## config.mk

```make
export PLATFORM = sky130hd
export DESIGN_NAME = rasbs_strap
export DESIGN_NICKNAME = d
export VERILOG_FILES = /design/src/hw/rasbs_pkg.sv /design/src/hw/rasbs_strap.sv
export VERILOG_INCLUDE_DIRS = /design/src /design/src/hw
export SDC_FILE = /design/constraint.sdc
export NUM_CORES = 1
export LEC_CHECK = 0
export ABC_AREA = 1
export BUFFER_PORTS_ARGS = -buffer_cell sky130_fd_sc_hd__buf_2
export CAP_MARGIN = 20
export CORE_AREA = 2 2 39 41
export DETAILED_ROUTE_END_ITERATION = 6
export DIE_AREA = 0 0 41 43
export PLACE_DENSITY = 0.75
export SYNTH_ARGS = -nofsm -noshare
export SYNTH_HDL_FRONTEND = slang
export SYNTH_SLANG_ARGS = --single-unit
```

## constraint.sdc

```tcl
create_clock -name mclk -period 1.9 [get_ports mclk]
set_input_delay 0.095 -clock mclk [delete_from_list [all_inputs] [get_ports mclk]]
set_output_delay 0.095 -clock mclk [all_outputs]
set_load 0.01 [all_outputs]
```

## src/hw/rasbs_consts.svh

```systemverilog
// constants for the reset-time agent identity and bus speed strap logic
// Overview of operation
// - Both request pins are sampled at the release of the active-low reset pin.
// - First pin active gives identity 0, second pin active gives identity 3.
// - With identity known, the request pins are mapped onto the rotated request lines.
// - Speed strap value 01 means 100 MHz and 11 means 133 MHz.
// - The processor runs only at its one specified bus frequency, 100 or 133 MHz.
// - The low speed strap bit is ignored; x0 (66 MHz) is not supported.
`ifndef RASBS_CONSTS_SVH
`define RASBS_CONSTS_SVH

`define RASBS_ID_FIRST 2'h0
`define RASBS_ID_SECOND 2'h3
`define RASBS_STRAP_100 2'h1
`define RASBS_STRAP_133 2'h3
`define RASBS_STRAP_HI_BIT 1
`define RASBS_FSB_MHZ_100 8'h64
`define RASBS_FSB_MHZ_133 8'h85

`endif

```

## src/hw/rasbs_pkg.sv

```systemverilog
// types for the reset-time agent identity and bus speed strap logic
package rasbs_pkg;

  typedef enum logic {
    RASBS_IN_RESET,
    RASBS_RUNNING
  } rasbs_phase_t;

  typedef struct packed {
    logic [1:0] rst_sync;
    logic rst_prev;
    logic [1:0] req_s1;
    logic [1:0] req_s2;
    logic [1:0] strap_s1;
    logic [1:0] strap_s2;
    rasbs_phase_t phase;
    logic [1:0] agent_id;
    logic id_valid;
    logic id_fault;
    logic speed_133;
    logic speed_mismatch;
    logic req_first_oe;
    logic [1:0] arb_seen;
  } rasbs_state_t;

endpackage

```

## src/hw/rasbs_strap.sv

```systemverilog
// agent identity capture, request pin rotation and bus speed strap decode
`timescale 1ns/1ns
`include "rasbs_consts.svh"

module rasbs_strap
  import rasbs_pkg::*;
#(
  // set for a part built for 133 MHz, clear for a 100 MHz part
  parameter bit SPEC_FSB_133 = 1'b1
) (
  input wire logic mclk,
  input wire logic rst,
  input wire logic reset_pin_n,
  input wire logic req_pin_first_n_in,
  output logic req_pin_first_n_out,
  output logic req_pin_first_n_oe,
  input wire logic req_pin_second_n,
  input wire logic [1:0] bus_speed_strap,
  input wire logic bus_req_own,
  output logic [1:0] agent_id,
  output logic id_valid,
  output logic id_fault,
  output logic bus_speed_133,
  output logic speed_mismatch,
  output logic [1:0] arbitration_request_lines
);

  rasbs_state_t st;
  rasbs_state_t next_st;
  logic release_edge;
  logic first_act;
  logic second_act;

  // pins are synchronised to the same depth so reset and pins line up
  assign release_edge = st.rst_sync[1] & ~st.rst_prev;
  assign first_act = ~st.req_s2[0];
  assign second_act = ~st.req_s2[1];

  always_comb begin
    next_st = st;
    next_st.rst_sync = {st.rst_sync[0], reset_pin_n};
    next_st.rst_prev = st.rst_sync[1];
    next_st.req_s1 = {req_pin_second_n, req_pin_first_n_in};
    next_st.req_s2 = st.req_s1;
    next_st.strap_s1 = bus_speed_strap;
    next_st.strap_s2 = st.strap_s1;

    unique case (st.phase)
      RASBS_IN_RESET: begin
        next_st.req_first_oe = 1'b0;
        if (release_edge) begin
          next_st.phase = RASBS_RUNNING;
          // exactly one pin must be active, else no identity is taken
          next_st.id_valid = first_act ^ second_act;
          next_st.id_fault = ~(first_act ^ second_act);
          if (first_act && !second_act) begin
            next_st.agent_id = `RASBS_ID_FIRST;
          end else if (second_act && !first_act) begin
            next_st.agent_id = `RASBS_ID_SECOND;
          end
          // the low strap bit plays no part in the decode
          next_st.speed_133 = st.strap_s2[`RASBS_STRAP_HI_BIT];
          next_st.speed_mismatch =
            st.strap_s2[`RASBS_STRAP_HI_BIT] != SPEC_FSB_133;
        end
      end
      RASBS_RUNNING: begin
        if (!st.rst_sync[1]) begin
          // identity is kept through reset, replaced only at release
          next_st.phase = RASBS_IN_RESET;
          next_st.req_first_oe = 1'b0;
        end else begin
          // own request always leaves on the first pin; open drain low
          next_st.req_first_oe = st.id_valid & bus_req_own;
        end
      end
    endcase

    // view of the rotated request lines from this agent's identity
    if (st.id_valid && st.agent_id == `RASBS_ID_SECOND) begin
      next_st.arb_seen = {st.req_first_oe, second_act};
    end else if (st.id_valid) begin
      next_st.arb_seen = {second_act, st.req_first_oe};
    end else begin
      next_st.arb_seen = 2'h0;
    end
  end

  always_ff @(posedge mclk) begin
    if (rst) begin
      st <= '0;
      st.rst_sync <= 2'h0;
      st.req_s1 <= 2'h3;
      st.req_s2 <= 2'h3;
      st.phase <= RASBS_IN_RESET;
    end else begin
      st <= next_st;
    end
  end

  // pin level is constant low; only the enable moves
  assign req_pin_first_n_out = 1'b0;
  assign req_pin_first_n_oe = st.req_first_oe;
  assign agent_id = st.agent_id;
  assign id_valid = st.id_valid;
  assign id_fault = st.id_fault;
  assign bus_speed_133 = st.speed_133;
  assign speed_mismatch = st.speed_mismatch;
  assign arbitration_request_lines = st.arb_seen;

  property p_sample_on_release;
    @(posedge mclk) disable iff (rst)
    release_edge |=> id_valid == ($past(first_act) ^ $past(second_act));
  endproperty
  a_sample_on_release: assert property (p_sample_on_release)
    else $error("identity valid does not follow pins at release");

  property p_id_first;
    @(posedge mclk) disable iff (rst)
    release_edge && first_act && !second_act |=>
      agent_id == `RASBS_ID_FIRST && id_valid && !id_fault;
  endproperty
  a_id_first: assert property (p_id_first)
    else $error("first pin active did not give identity 0");

  property p_id_second;
    @(posedge mclk) disable iff (rst)
    release_edge && second_act && !first_act |=>
      agent_id == `RASBS_ID_SECOND && id_valid && !id_fault;
  endproperty
  a_id_second: assert property (p_id_second)
    else $error("second pin active did not give identity 3");

  property p_id_hold;
    @(posedge mclk) disable iff (rst)
    !release_edge |=> $stable(agent_id) && $stable(id_valid);
  endproperty
  a_id_hold: assert property (p_id_hold)
    else $error("identity changed outside a reset release");

  property p_own_drive;
    @(posedge mclk) disable iff (rst)
    st.phase == RASBS_RUNNING && st.rst_sync[1] && id_valid && bus_req_own
      |=> req_pin_first_n_oe;
  endproperty
  a_own_drive: assert property (p_own_drive)
    else $error("own request not driven on first pin");

  property p_quiet_in_reset;
    @(posedge mclk) disable iff (rst)
    !st.rst_sync[1] |=> !req_pin_first_n_oe;
  endproperty
  a_quiet_in_reset: assert property (p_quiet_in_reset)
    else $error("first pin driven while bus is in reset");

  property p_rotation;
    @(posedge mclk) disable iff (rst)
    id_valid && agent_id == `RASBS_ID_SECOND |=>
      arbitration_request_lines[1] == $past(req_pin_first_n_oe);
  endproperty
  a_rotation: assert property (p_rotation)
    else $error("identity 3 request not on line 1");

  property p_speed_decode;
    @(posedge mclk) disable iff (rst)
    release_edge |=>
      bus_speed_133 == $past(st.strap_s2[`RASBS_STRAP_HI_BIT]) ##1
      $stable(bus_speed_133) || $past(release_edge);
  endproperty
  a_speed_decode: assert property (p_speed_decode)
    else $error("speed decode does not follow high strap bit");

  property p_mismatch;
    @(posedge mclk) disable iff (rst)
    release_edge |=> speed_mismatch ==
      ($past(st.strap_s2[`RASBS_STRAP_HI_BIT]) != SPEC_FSB_133);
  endproperty
  a_mismatch: assert property (p_mismatch)
    else $error("speed mismatch flag wrong");

  // a release with neither or both pins active must not yield an identity
  property p_fault_on_release;
    @(posedge mclk) disable iff (rst)
    release_edge && first_act == second_act |=> id_fault && !id_valid;
  endproperty
  a_fault_on_release: assert property (p_fault_on_release)
    else $error("ambiguous pins at release did not raise the fault");

  property p_id_range;
    @(posedge mclk) disable iff (rst)
    id_valid |->
      agent_id == `RASBS_ID_FIRST || agent_id == `RASBS_ID_SECOND;
  endproperty
  a_id_range: assert property (p_id_range)
    else $error("valid identity is neither 0 nor 3");

  // without an identity the agent must stay off the shared line
  property p_no_drive_unknown;
    @(posedge mclk) disable iff (rst)
    !id_valid |=> !req_pin_first_n_oe;
  endproperty
  a_no_drive_unknown: assert property (p_no_drive_unknown)
    else $error("first pin driven without a valid identity");

  property p_lines_idle;
    @(posedge mclk) disable iff (rst)
    !id_valid |=> arbitration_request_lines == 2'h0;
  endproperty
  a_lines_idle: assert property (p_lines_idle)
    else $error("request lines shown without a valid identity");

  property p_rotation_first;
    @(posedge mclk) disable iff (rst)
    id_valid && agent_id == `RASBS_ID_FIRST |=>
      arbitration_request_lines[0] == $past(req_pin_first_n_oe);
  endproperty
  a_rotation_first: assert property (p_rotation_first)
    else $error("identity 0 request not on line 0");

  // a part runs at one bus rate, so the decode may move only at a release
  property p_speed_hold;
    @(posedge mclk) disable iff (rst)
    !release_edge |=> $stable(bus_speed_133) && $stable(speed_mismatch);
  endproperty
  a_speed_hold: assert property (p_speed_hold)
    else $error("speed decode changed outside a reset release");

endmodule // rasbs_strap

```

==> summary.md <==
| Metric | Value |
|---|---|
| Min Tclk post-route | `1.07 ns` |
| Worst-Skew Late Latency | `0.29 ns` |
| Global Route Usage Sum | `14.5%` |
| Reg2reg end | `agent_id[0]$_SDFFE_PP0P_` |
| Die Width | `41 um` |
| Cell count after placement | `99` |
| Post-CTS sizing | `0` |
| Crit-path max FO | `2` |
| Hold WS | `0.0516 ns` |
| Seq pwr share | `63.7%` |
| Hold Crit Class | `input pin to flip-flop` |
| Post-Synthesis Cells | `74` |
| Vert. Die Dim | `43 um` |
| Fin. max-slew vios | `0` |
| Internal Power | `0.485 mW` |
| CTS Sinks | `18` |
| IO Port Bufs | `15` |
| Worst path bufs/invs | `1` |
| Post-synthesis cell area | `644 um2` |
| VDD IR-drop max | `424 uV` |
| Setup crit start kind | `flip-flop` |
| Status | `finished, final reports clean` |
| Slowest CP cell | `dfxtp_1` |
| Avg Inst Size Synth | `8.71 um2` |
| Top cells by count, synth | `18 x dfxtp_1, 11 x inv_1, 8 x nor2_1` |
| Drt drc | `0` |
| Worst slack at placement | `0.833 ns` |
| Initial Util | `46.6%` |
| Via count | `469` |
| Max incr delay on CP | `0.31 ns` |
| DR vias/cell | `4.42` |
| Number of synthesized flops with an enable pin | `0` |
| Final Non-Filler Cells | `106` |
| Register area share after synthesis | `55.9%` |
| First-pass GRT wire length | `1680 um` |
| Clk_skew | `0.00940 ns` |
| Placer Congestion | `0.704` |
| Clk buf depth | `2` |
| Final core utilization | `54.9%` |
| CTS Root Buffer Type | `clkbuf_4` |
| Family with the most delay on the worst path | `flip-flops` |
| RSZ-0062 raised after global routing | `no` |
| FP Rows | `14` |
| Critical path arrival | `1.26 ns` |
| Drt pass-1 iters | `6` |
| Clk pwr share | `29.3%` |
| CTS tree | `done` |
| Ports | `18` |
| Fin nets | `101` |
| Leak pwr | `0.369 nW` |
| Synth top area share | `55.9%` |
| Reg2Reg Depth | `6` |
| Area Growth Syn to Fin | `17.9%` |
| Launch point of the worst path | `st[14]$_SDFF_PP1_` |
| Fmax | `934 MHz` |
| Sw Share | `22.0%` |
| Syn nets | `83` |
| Fill cells | `128` |
| Largest net degree at the start of global routing | `14` |
| Area contributors post-synth | `dfxtp_1 56%, inv_1 6.4%, buf_4 5.8%` |
| Post-CTS Setup Bufs | `0` |
| Total gr overflow | `0` |
| Setup ws final | `0.830 ns` |
| Core footprint | `1380 um2` |
| Worst EP required | `2.09 ns` |
| Setup TNS | `0 ns` |
| Hold path cells | `3` |
| Routed len/inst | `9.02 um` |
| Synth unique cells | `18` |
| Dpl hpwl | `663 um` |
| Diode count | `0` |
| Die area | `1760 um2` |
| Antenna Violating Nets Remaining | `0` |
| Initial antenna violation count | `0` |
| Critical path type | `flip-flop to flip-flop` |
| Dominant synthesized flop cell | `dfxtp_1` |
| PwrDens | `818 nW/um2` |
| RR Startpoint | `st[14]$_SDFF_PP1_` |
| Hold worst-path end | `req_pin_first_n_oe$_SDFF_PP0_` |
| Layout cell share with drive strength beyond 1 | `26.7%` |
| Cells along the critical path | `inv_1 > ha_1 > nor2_1 > nand2_1 > nand3_1 > o21ai_2` |
| Max capacitance violation total | `0` |
| Clock slew at reported path FFs | `0.10 ns` |
| Hold Startpoint | `bus_req_own` |
| Comb power frac | `7.0%` |
| Final Hold Fails | `0` |
| Most frequent cell after synthesis | `dfxtp_1` |
| Tcrit/Tclk final | `56.3%` |
| Synth async-reset ratio | `0%` |
| Routed wire length | `956 um` |
| CP endpoint kind | `flip-flop` |
| Vias in the first global route | `448` |
| Cell taking the most area after synthesis | `dfxtp_1` |
| Ys Warns | `0` |
| H-tree depth | `1` |
| Yosys reg bits | `18` |
| Iter 0 DRT Violations | `7` |
| Net switching power | `0.137 mW` |
| Num CTS Buffers | `3` |
| Setup violators final | `0` |
| FF-to-FF setup slack | `0.83 ns` |
-- metrics by stage --
| step | power [mW] | area [um2] |
|---|---|---|
| after floorplan | 0.431 | 644 |
| after global placement | 0.441 | 697 |
| after detailed placement | 0.442 | 697 |
| after CTS | 0.628 | 759 |
| after global routing | 0.653 | 759 |
| final | 0.621 | 759 |
-- kinds of logic after synthesis --
logic type | after synthesis | share of synthesized area, %
simple gates | 27 | 20.6
fa+ha+maj | 1 | 1.94
flops | 18 | 55.9
buf+inv | 19 | 14.2
other cells | 1 | 0.582
compound gates | 8 | 6.80
-- layout make-up --
type	count	area (um2)	share of cell area, %
repair buffers	19	115	15.2
inverters	13	48.8	6.43
well taps	16	20.0	2.64
flip-flops and latches	18	360	47.4
clock buffers	3	22.5	2.97
multi-input cells	37	193	25.4
-- placed cells by master (no fill, tap or decap), types with 2 or more instances in the layout --
cell | Yosys | layout
a21oi_1 | 6 | 6
inv_1 | 11 | 11
or2_1 | 3 | 3
dfxtp_1 | 18 | 18
nand2_1 | 7 | 7
nand3_1 | 5 | 5
dlygate4sd3_1 | 0 | 4
inv_2 | 2 | 2
buf_2 | 1 | 15
clkbuf_4 | 0 | 3
nor2_1 | 8 | 8
-- sequential cells by signal, summed over array words and instances (netlist names) --
| name | cells |
|---|---|
| speed_mismatch | 1 |
| req_pin_first_n_oe | 1 |
| next_st | 5 |
| bus_speed_133 | 1 |
| id_valid | 1 |
| id_fault | 1 |
| st | 5 |
| agent_id | 1 |
| arbitration_request_lines | 2 |
-- power by group through the flow --
stage	Combinational, mW	Sequential [mW]	Clock [mW]
2_1_floorplan	0.0258	0.405	0
3_3_place_gp	0.0365	0.404	0
3_5_place_dp	0.0374	0.405	0
4_1_cts	0.0436	0.396	0.188
5_1_grt	0.0501	0.398	0.205
6_report	0.0434	0.396	0.182
-- worst max path at each step --
stage                                          end  cells after the start  slack [ns]
after detailed placement  agent_id[0]$_SDFFE_PP0P_                      6        0.83
after global routing      agent_id[0]$_SDFFE_PP0P_                      6        0.74
after global placement    agent_id[0]$_SDFFE_PP0P_                      6        0.83
final                     agent_id[0]$_SDFFE_PP0P_                      6        0.83
after CTS                 agent_id[0]$_SDFFE_PP0P_                      6        0.82
after floorplan           agent_id[0]$_SDFFE_PP0P_                      6        0.88
-- metal layers --
metal / wire, um / vias up / track usage, % / part of all wire [%]
met5: 0 / - / 0 / 0
met4: 9 / 0 / 12.0 / 0.94
met3: 57 / 2 / 3.14 / 6.0
met2: 445 / 15 / 20.9 / 47
met1: 443 / 199 / 17.3 / 46
li1: - / 253 / - / -
-- worst reg2reg max path, cell delays in order (launching register included) --
cell	delay [ns]
dfxtp_1	0.31
inv_1	0.04
ha_1	0.28
nor2_1	0.13
nand2_1	0.08
nand3_1	0.09
o21ai_2	0.06
-- timing repair --
action,4_1_cts,5_1_grt
hold endpoints to repair,4,0
hold buffers,4,0
endpoints found under the setup margin,0,0
No activity file was read; power rests on OpenSTA's default activity.
